### src/rtl/slch_defs.vh
/*
 * constants for the secure login command handler: command codes, request
 * flag bits, state codes, error codes and response timing.
 * assumes it is included by bare name from design files under rtl/.
 */
`ifndef SLCH_DEFS_VH
`define SLCH_DEFS_VH

// ****************************************
// command codes
// ****************************************
`define SLCH_CMD_LOGIN        8'hE4
`define SLCH_CMD_FAST_RDMULT  8'hC3
`define SLCH_CMD_RDMULT       8'h23

// ****************************************
// request flag bits
// ****************************************
`define SLCH_FLAG_ADDRESS     5
`define SLCH_FLAG_SELECT      4

// ****************************************
// error codes
// ****************************************
`define SLCH_ERR_LOGIN        8'h0F
`define SLCH_ERR_UNSUPPORTED  8'h01

// ****************************************
// device states (one-hot)
// ****************************************
`define SLCH_ST_READY         3'h1
`define SLCH_ST_SELECTED      3'h2
`define SLCH_ST_QUIET         3'h4

// ****************************************
// response rate codes
// ****************************************
`define SLCH_RATE_STD         1'h0
`define SLCH_RATE_FAST        1'h1

// ****************************************
// timing
// ****************************************
`define SLCH_CLK_MHZ          100
`define SLCH_T_COMPARE_NS     40
`define SLCH_COMPARE_CYCLES   ((`SLCH_T_COMPARE_NS * `SLCH_CLK_MHZ + 999) / 1000)

`endif

### src/rtl/slch_pw_compare.v
/*
 * constant-time password comparator: compares a supplied 32-bit password
 * with the stored one and pulses done with the match result.
 * assumes start is a one-cycle pulse from logic on the same clock.
 */
`timescale 1ns/100ps
`default_nettype none

module slch_pw_compare #(
    parameter PW_WIDTH = 32,
    parameter CYCLES   = 4
) (
    input  wire                sys_clk,
    input  wire                reset,
    input  wire                start,
    input  wire [PW_WIDTH-1:0] supplied,
    input  wire [PW_WIDTH-1:0] stored,
    output reg                 done,
    output reg                 match
);

    // ****************************************
    // fixed-latency compare
    // ****************************************
    // the latency never depends on the data, so timing reveals nothing
    reg [7:0]          count;
    reg                busy;
    reg [PW_WIDTH-1:0] diff;

    always @(posedge sys_clk or posedge reset) begin
        if (reset) begin
            count <= 8'h00;
            busy  <= 1'b0;
            diff  <= {PW_WIDTH{1'b0}};
            done  <= 1'b0;
            match <= 1'b0;
        end else begin
            done <= 1'b0;
            if (start && !busy) begin
                busy  <= 1'b1;
                count <= 8'h01;
                diff  <= supplied ^ stored;
            end else if (busy) begin
                if (count >= CYCLES[7:0]) begin
                    busy  <= 1'b0;
                    done  <= 1'b1;
                    match <= (diff == {PW_WIDTH{1'b0}});
                end else begin
                    count <= count + 8'h01;
                end
            end
        end
    end

endmodule // slch_pw_compare

`default_nettype wire

### src/rtl/slch_handler.v
/*
 * secure login command handler: decodes parsed requests, runs the login
 * password check, holds secure mode and the device state, and picks the
 * response data rate.
 * assumes an upstream frame decoder delivers one request per req_valid
 * pulse with fields already split and the crc verdict in req_crc_ok.
 */
`timescale 1ns/100ps
`default_nettype none
`include "slch_defs.vh"

// Functional notes
// - login request recognised by its command code with mfg code, optional uid, password.
// - login carries a 32-bit password; match with stored value enters secure mode.
// - password mismatch fails login, secure mode not granted, error code returned.
// - once secure, stay secure in all other cases, even after error responses.
// - state changes only on defined valid transitions; anything else leaves it unchanged.
// - unprocessable requests such as crc failures leave the current state untouched.
// - fast multiple-block read answers at fast rate, otherwise like standard read.
// - fast read carries flags, command, mfg code, optional uid, first block, count.

module slch_handler #(
    parameter PW_WIDTH = 32,
    parameter MFG_CODE = 8'h5A  // arbitrary value
) (
    input  wire                sys_clk,
    input  wire                reset,
    input  wire                req_valid,
    input  wire                req_crc_ok,
    input  wire [7:0]          req_flags,
    input  wire [7:0]          req_cmd,
    input  wire [7:0]          req_mfg,
    input  wire                req_uid_match,
    input  wire [PW_WIDTH-1:0] req_password,
    input  wire [7:0]          req_first_block,
    input  wire [7:0]          req_block_count,
    input  wire                req_select_hit,
    input  wire                req_quiet_hit,
    input  wire                req_reset_ready,
    input  wire [PW_WIDTH-1:0] stored_password,
    output reg                 secure_mode,
    output reg  [2:0]          dev_state,
    output reg                 rsp_valid,
    output reg                 rsp_error,
    output reg  [7:0]          rsp_error_code,
    output reg                 rsp_rate,
    output reg                 rd_start,
    output reg  [7:0]          rd_first_block,
    output reg  [7:0]          rd_block_count
);

    // ****************************************
    // state codes (one-hot)
    // ****************************************
    localparam [2:0] ST_READY    = `SLCH_ST_READY;
    localparam [2:0] ST_SELECTED = `SLCH_ST_SELECTED;
    localparam [2:0] ST_QUIET    = `SLCH_ST_QUIET;

    // ****************************************
    // request decode
    // ****************************************
    function addressed_ok;
        input [7:0] flags;
        input       uid_match;
        input [2:0] state;
        begin
            if (flags[`SLCH_FLAG_SELECT])
                addressed_ok = (state == ST_SELECTED);
            else if (flags[`SLCH_FLAG_ADDRESS])
                addressed_ok = uid_match;
            else
                addressed_ok = (state != ST_QUIET);
        end
    endfunction

    // command match for a request that passed crc, maker and addressing checks
    function cmd_hit;
        input       mine;
        input [7:0] cmd;
        input [7:0] code;
        begin
            cmd_hit = mine && (cmd == code);
        end
    endfunction

    // a failed crc makes the request invisible to every later stage
    wire take = req_valid && req_crc_ok;
    wire for_me = take && (req_mfg == MFG_CODE) &&
                  addressed_ok(req_flags, req_uid_match, dev_state);
    wire is_login  = cmd_hit(for_me, req_cmd, `SLCH_CMD_LOGIN);
    wire is_fast   = cmd_hit(for_me, req_cmd, `SLCH_CMD_FAST_RDMULT);
    wire is_rdmult = cmd_hit(for_me, req_cmd, `SLCH_CMD_RDMULT);

    // ****************************************
    // password compare
    // ****************************************
    localparam CMP_CYCLES = `SLCH_COMPARE_CYCLES;

    reg                pending;
    wire               cmp_done;
    wire               cmp_match;

    slch_pw_compare #(
        .PW_WIDTH (PW_WIDTH),
        .CYCLES   (CMP_CYCLES)
    ) u_cmp (
        .sys_clk  (sys_clk),
        .reset    (reset),
        .start    (is_login && !pending),
        .supplied (req_password),
        .stored   (stored_password),
        .done     (cmp_done),
        .match    (cmp_match)
    );

    // ****************************************
    // state machine
    // ****************************************
    reg [2:0] next_state;

    always @* begin
        next_state = dev_state;
        if (take) begin
            case (dev_state)
                ST_READY: begin
                    if (req_select_hit)
                        next_state = ST_SELECTED;
                    else if (req_quiet_hit)
                        next_state = ST_QUIET;
                end
                ST_SELECTED: begin
                    if (req_reset_ready)
                        next_state = ST_READY;
                    else if (req_quiet_hit)
                        next_state = ST_QUIET;
                end
                ST_QUIET: begin
                    if (req_select_hit)
                        next_state = ST_SELECTED;
                    else if (req_reset_ready)
                        next_state = ST_READY;
                end
                default: next_state = dev_state;
            endcase
        end
    end

    // ****************************************
    // device state
    // ****************************************
    // transitions come only from next_state; idle or bad requests hold it
    always @(posedge sys_clk or posedge reset) begin
        if (reset) begin
            dev_state <= ST_READY;
        end else begin
            dev_state <= next_state;
        end
    end

    // ****************************************
    // login in flight
    // ****************************************
    // a second login while one is pending is dropped, never queued
    always @(posedge sys_clk or posedge reset) begin
        if (reset) begin
            pending <= 1'b0;
        end else if (cmp_done) begin
            pending <= 1'b0;
        end else if (is_login) begin
            pending <= 1'b1;
        end
    end

    // ****************************************
    // login answer and secure mode
    // ****************************************
    always @(posedge sys_clk or posedge reset) begin
        if (reset) begin
            secure_mode    <= 1'b0;
            rsp_valid      <= 1'b0;
            rsp_error      <= 1'b0;
            rsp_error_code <= 8'h00;
        end else begin
            rsp_valid <= cmp_done;
            if (cmp_done && cmp_match) begin
                secure_mode    <= 1'b1;
                rsp_error      <= 1'b0;
                rsp_error_code <= 8'h00;
            end else if (cmp_done) begin
                // failure only reports; a prior secure session stays
                rsp_error      <= 1'b1;
                rsp_error_code <= `SLCH_ERR_LOGIN;
            end
            // secure_mode has no other clearing path except reset
        end
    end

    // ****************************************
    // multiple-block read start
    // ****************************************
    // a login answer in the same cycle wins; the read is dropped, not queued
    wire rd_go = (is_fast || is_rdmult) && !cmp_done;

    always @(posedge sys_clk or posedge reset) begin
        if (reset) begin
            rd_start       <= 1'b0;
            rd_first_block <= 8'h00;
            rd_block_count <= 8'h00;
        end else begin
            rd_start <= rd_go;
            if (rd_go) begin
                rd_first_block <= req_first_block;
                rd_block_count <= req_block_count;
            end
        end
    end

    // ****************************************
    // response data rate
    // ****************************************
    // the fast rate applies only to the fast read; every other answer is standard
    always @(posedge sys_clk or posedge reset) begin
        if (reset) begin
            rsp_rate <= `SLCH_RATE_STD;
        end else if (cmp_done || is_rdmult) begin
            rsp_rate <= `SLCH_RATE_STD;
        end else if (is_fast) begin
            rsp_rate <= `SLCH_RATE_FAST;
        end
    end

endmodule // slch_handler

`default_nettype wire

### config.mk
export PLATFORM = sky130hd
export DESIGN_NAME = slch_handler
export DESIGN_NICKNAME = d
export VERILOG_FILES = /design/src/rtl/slch_pw_compare.v /design/src/rtl/slch_handler.v
export VERILOG_INCLUDE_DIRS = /design/src /design/src/rtl
export SDC_FILE = /design/constraint.sdc
export NUM_CORES = 1
export LEC_CHECK = 0
export ABC_AREA = 1
export BUFFER_PORTS_ARGS = -buffer_cell sky130_fd_sc_hd__buf_2
export CELL_PAD_IN_SITES_DETAIL_PLACEMENT = 0
export CELL_PAD_IN_SITES_GLOBAL_PLACEMENT = 1
export CORE_UTILIZATION = 38
export DETAILED_ROUTE_END_ITERATION = 10
export PLACE_DENSITY = 0.87
export SYNTH_ARGS = -nofsm -noshare
export SYNTH_HDL_FRONTEND = slang
export SYNTH_HIERARCHICAL = 1
export SYNTH_SLANG_ARGS = --single-unit
### constraint.sdc
create_clock -name sys_clk -period 3 [get_ports sys_clk]
set_input_delay 0.6 -clock sys_clk [delete_from_list [all_inputs] [get_ports sys_clk]]
set_output_delay 0.6 -clock sys_clk [all_outputs]
set_load 0.005 [all_outputs]
### Word level (Yosys, flattened, before mapping)

Index checks and enable logic that the tools add are counted.
W data, S select, Z words.

| storage, ports and cells | value |
|---|---|
| logic and storage cells | 78 |
| input bits | 112 |
| register bits | 76 |
| output and inout bits | 32 |

| cells by class | value |
|---|---|
| add/sub/neg operators | 1 |
| equal/unequal tests | 10 |
| $lt $le $gt $ge | 1 |
| reduce and logical (&&, ||, !) cells | 24 |
| bitwise logic cells | 2 |
| muxes and demuxes | 25 |

Operators with widths:

| kind | number |
|---|---|
| $mux W8 | 5 |
| $logic_not A32 Y1 | 1 |
| $xor A32 B32 Y32 | 1 |
| $eq A8 B8 Y1 const B | 2 |
| $mux W3 | 5 |
| $mux W1 | 14 |
| $logic_and A1 B1 Y1 | 10 |
| $pmux W3 S3 | 1 |
| $add A8 B1 Y8 const B | 1 |
| $eq A8 B6 Y1 const B | 1 |
| $eq A8 B7 Y1 const B | 1 |
| $ge A8 B3 Y1 const B | 1 |
| $reduce_bool A2 Y1 | 4 |
| $ne A3 B3 Y1 const B | 2 |
| $reduce_and A3 Y1 | 2 |
| $eq A3 B1 Y1 const B | 1 |
| $eq A3 B2 Y1 const B | 1 |
| $eq A3 B3 Y1 const B | 1 |
| $logic_not A1 Y1 | 3 |
| $reduce_bool A3 Y1 | 1 |
| $logic_or A1 B1 Y1 | 2 |
| $ne A2 B1 Y1 const B | 1 |
| $reduce_and A2 Y1 | 1 |
| $not A1 Y1 | 1 |

### Logic depth before layout (Yosys ltp)

| depth | value |
|---|---|
| depth after elaboration | 9 |
| mapped depth | 13 |
| mapped depth without buffers | 12 |

### Cells and area by module

Netlist, hierarchy kept.

Modules (own cells, without submodules):

| module | seq. area each (um^2) | instances | cells each | area an instance (um^2) |
|---|---|---|---|---|
| slch_pw_compare | 1076.0 | 1 | 214 | 2230.9 |
| slch_handler | 626.9 | 1 | 181 | 1410.1 |

### Worst setup path before layout

OpenSTA, ideal clock, no wires.

| path | value |
|---|---|
| path type | input to register |
| start point | in req_mfg[7] |
| end point | reg u_cmp.diff[1] |
| path buffers | 2 |
| required time | 2873 ps |
| setup slack | 1071 ps |
| stages | 13 |
| setup time | 127 ps |
| data arrival time | 1801 ps |
| cells stage by stage | inv_1 nand2_1 nor2_2 inv_1 nor2_2 and3_1 nand2_1 nor2_1 nand2_4 buf_12 buf_12 nand2_2 o21ai_2 |

| on the way | value |
|---|---|
| cells in the longest elaborated chain, start to end | 6 |

Ends and longest elaborated chain:

| item | RTL line | text |
|---|---|---|
| start, declared | slch_handler.v:32 | `input wire [7:0] req_mfg,` |
| $eq A8 B7 Y1 | slch_handler.v:88 | `wire for_me = take && (req_mfg == MFG_CODE) &&` |
| $logic_and A1 B1 Y1 (2 in series) | slch_handler.v:88 |  |
| $logic_and A1 B1 Y1 | slch_handler.v:82 | `cmd_hit = mine && (cmd == code);` |
| $logic_and A1 B1 Y1 | slch_handler.v:109 | `.start (is_login && !pending),` |
| $logic_and A1 B1 Y1 | slch_pw_compare.v:39 | `if (start && !busy) begin` |
| end signal, assigned | slch_pw_compare.v:34 | `diff <= {PW_WIDTH{1'b0}};` |
| end signal, assigned | slch_pw_compare.v:42 | `diff <= supplied ^ stored;` |
| end, declared | slch_pw_compare.v:28 | `reg [PW_WIDTH-1:0] diff;` |

Every way passes these cells.
A chain may end at the register's enable or synchronous reset.

### Worst setup path after layout

| path | value |
|---|---|
| start point | reg dev_state[0] |
| end point | reg u_cmp.count[0] |

| on the way | value |
|---|---|
| cells in the longest elaborated chain, start to end | 9 |
| elaborated cells between the ends (all ways) | 12 |
| those cells by class | eq/ne: 3; mux: 3; reduce/logical: 6 |

Ends and longest elaborated chain:

| item | RTL line | text |
|---|---|---|
| start, declared | slch_handler.v:42 | `output reg [2:0] dev_state,` |
| start signal, assigned | slch_handler.v:156 | `dev_state <= next_state;` |
| $ne A3 B3 Y1 | slch_handler.v:72 | `addressed_ok = (state != ST_QUIET);` |
| $mux W1 | slch_handler.v:69 | `` else if (flags[`SLCH_FLAG_ADDRESS]) `` |
| $mux W1 * | slch_handler.v:67 | `` if (flags[`SLCH_FLAG_SELECT]) `` |
| $logic_and A1 B1 Y1 * | slch_handler.v:88 |  |
| $logic_and A1 B1 Y1 * | slch_handler.v:82 |  |
| $logic_and A1 B1 Y1 * | slch_handler.v:109 |  |
| $logic_and A1 B1 Y1 * | slch_pw_compare.v:39 |  |
| $ne A2 B1 Y1 (no source line) / $reduce_bool A2 Y1 (equally long branches) | n/a |  |
| $reduce_and A2 Y1 (no source line) | n/a |  |
| end signal, assigned | slch_pw_compare.v:49 | `count <= count + 8'h01;` |
| end, declared | slch_pw_compare.v:26 | `reg [7:0] count;` |

Mark *: on every way between the ends. The rest lies on a longest branch, timed or not.

==> impl_metrics.tcl <==
set metrics [dict create \
    status "finished, final reports clean" \
    drive_above_1_share_pct 44.07 \
    grt_pass1_wl_um 11790 \
    cap_violations 0 \
    critPathRequiredTime_ns 3.21 \
    hold_viol 0 \
    holdWs_ns 0.3721 \
    multiInputGateArea_um2 1625 \
    reg2reg_to "u_cmp/count[0]" \
    path_max_fanout 66 \
    htreeDepth 3 \
    drt_iter0_markers 62 \
    tightest_slew_ns 0.9757 \
    power.switching_mw 0.4497 \
    p_per_area_nw_per_um2 390.4 \
    die_area_um2 9977 \
    antenna_found_initial 0 \
    final_nets 640 \
    vias_per_cell 4.406 \
    vias 2908 \
    place_area_um2 4314 \
    postCtsSetupBuffers 0 \
    cts.sinks 68 \
    seq_area_um2 1703 \
    p_int_mw 1.303 \
    crit_path_end "u_cmp/count[0]" \
    ys_ff_latch 68 \
    drcViolationCount 0 \
    critPathLaunchType "flip-flop" \
    syn-cell-area_um2 3641 \
    place.gp.congestion 0.7604 \
    arrival_ns 2.20 \
    fill_cells 900 \
    rows 35 \
    clock_latency_ns 0.33 \
    cpMostUsedCell "nand2_1" \
    finClkSkew_ns 0.005577 \
    grt_overflow 0 \
    coreArea_um2 9240 \
    utilization_pct 48.59 \
    most-common-layout-cells "buf_2, nand2_1, dfrtp_1" \
    cts_tree "built" \
    ctsResizeCount 0 \
    grt_pass1_vias 2689 \
    cp_num_buf_inv 2 \
    crit_chain "inv_1 -> nand3_2 -> nand2_1 -> and3_1 -> nand2_1 -> nor2_1 -> nand2_4 -> buf_12 -> nand2_4 -> nand2_1 -> o21ai_0" \
    firstDrtPassIters 4 \
    combPwrFrac_pct 9.6 \
    drv_slew 0 \
    slowest_delay_ns 0.55 \
    ys_seq_area_share_pct 46.77 \
    die_w_um 99.89 \
    hp-class "in -> async" \
    fin_tns_setup_ns 0 \
    slowest_stage "dfstp_2" \
    startpoint "dev_state[0]" \
    avgSynthCellArea_um2 9.218 \
    synth_cell_types 35 \
    max_slew_margin_pct 34.55 \
    max-vdd-ir-drop_mv 0.2179 \
    grt_usage_pct 14.78 \
    yosys_warnings 6 \
    syn_inst 395 \
    antenna-diode-count 0 \
    clkPwrFrac_pct 38.1 \
    fin_crit_ns 1.988 \
    p_sw_share_pct 25.66 \
    cts_buffers 9 \
    start_util_pct 39.40 \
    setup_viol 0 \
    port_buffers 133 \
    r2r_cells 11 \
    cts_hold_buf 0 \
    drt-total-wl_um 6894 \
    avgRoutedWirePerCell_um 10.45 \
    power_frac_seq_pct 52.3 \
    rsz0062_at_grt "no" \
    clk_pin_slew_ns 0.08 \
    fin_crit_sh_pct 66.26 \
    rrSetupSlack_ns 1.01 \
    path_delay_family "simple AND/OR/NAND/NOR gates" \
    final_common_cell "buf_2" \
    area_growth_pct 23.30 \
    end_kind "flip-flop" \
    die_h_um 99.89 \
    grt_max_degree 67 \
    r2r-start "dev_state[0]" \
    hpwl_um 5247 \
    cts_buffer_depth 2 \
    p_leak_nw 2.412 \
    final_area_um2 4489 \
    crit_type "reg -> reg" \
    finalPower_mw 1.752 \
    fmax_mhz 503.0 \
    cp_num_cells 11 \
    root_buffer "clkbuf_8" \
    io_pins 144 \
    ant_nets 0 \
]
cell families after synthesis:
kind of cell / share of synthesized area [%]
AOI/OAI and AO/OA: 10.72
adders and majority gates: 0.6872
DFF: 46.77
other: 0.1030
xor gates and xnor gates: 7.698
and+or+nand+nor: 25.12
buffers and inverters: 8.900
Yosys cell counts, drive strengths merged:
master | count | area share [%]
dfrtp | 67 | 46
nor3 | 1 | 0.14
a21oi | 5 | 0.79
xnor2 | 32 | 7.7
or2 | 1 | 0.17
o21ai | 40 | 8.9
clkbuf | 2 | 0.27
nor4 | 1 | 0.17
dfstp | 1 | 0.72
conb | 1 | 0.10
nand3b | 1 | 0.21
and3 | 1 | 0.17
o22ai | 2 | 0.34
o311ai | 1 | 0.24
clkinv | 2 | 0.21
inv | 33 | 3.4
nor2 | 45 | 5.1
o21a | 1 | 0.21
o221ai | 1 | 0.24
nand2 | 109 | 14
ha | 2 | 0.69
nand4 | 3 | 1.0
nand3 | 27 | 4.1
buf | 16 | 5.0
worst min-delay path by stage:
stage                     start              to  slack, ns  cells after the start
floorplan            u_cmp/done       rsp_valid       0.44                      0
global placement    secure_mode     secure_mode       0.44                      2
detailed placement  secure_mode     secure_mode       0.45                      2
CTS                       reset  u_cmp/diff[25]       0.38                      2
global route              reset  u_cmp/diff[25]       0.41                      2
finish                    reset  u_cmp/diff[25]       0.37                      2
routing by layer:
| metal | vias to the layer above | share of wire [%] | GRT usage, % |
|---|---|---|---|
| li1 | 1512 | - | - |
| met1 | 1263 | 47 | 19.36 |
| met2 | 126 | 44 | 24.08 |
| met3 | 7 | 7.8 | 4.039 |
| met4 | 0 | 0.58 | 4.072 |
| met5 | - | 0 | 0 |
worst register-to-register path, cell delays in order (launching register included):
cell,delay [ns]
dfstp_2,0.55
inv_1,0.09
nand3_2,0.11
nand2_1,0.11
and3_1,0.20
nand2_1,0.08
nor2_1,0.07
nand2_4,0.07
buf_12,0.31
nand2_4,0.14
nand2_1,0.07
o21ai_0,0.07
registers in the layout (all words and copies together) (netlist names), 3 cells and up:
signal / cells
dev_state: 3
rd_block_count: 8
rd_first_block: 8
u_cmp/count: 8
u_cmp/diff: 32
per-stage QoR:
stage               std cells  setup WS (ns)
global route              660         0.8081
finish                    660          1.012
floorplan                 398          1.071
detailed placement        644         0.7375
global placement          644         0.7650
CTS                       660         0.9347
cell type report:
class	instances	share of cell area, %
Sequential cell	68	37.93
Clock buffer	9	2.759
Tap cell	129	3.595
Inverter	35	2.926
Clock inverter	7	1.143
Timing Repair Buffer	135	15.44
Multi-Input combinational cell	277	36.20
power groups by stage:
| stage | registers, mW | logic, mW | clock network [mW] |
|---|---|---|---|
| finish | 0.916 | 0.168 | 0.668 |
| global route | 0.916 | 0.190 | 0.739 |
| CTS | 0.916 | 0.172 | 0.701 |
| detailed placement | 0.934 | 0.172 | 0 |
| global placement | 0.934 | 0.168 | 0 |
| floorplan | 0.934 | 0.0816 | 0 |
Power figures use the tool's default switching activity.
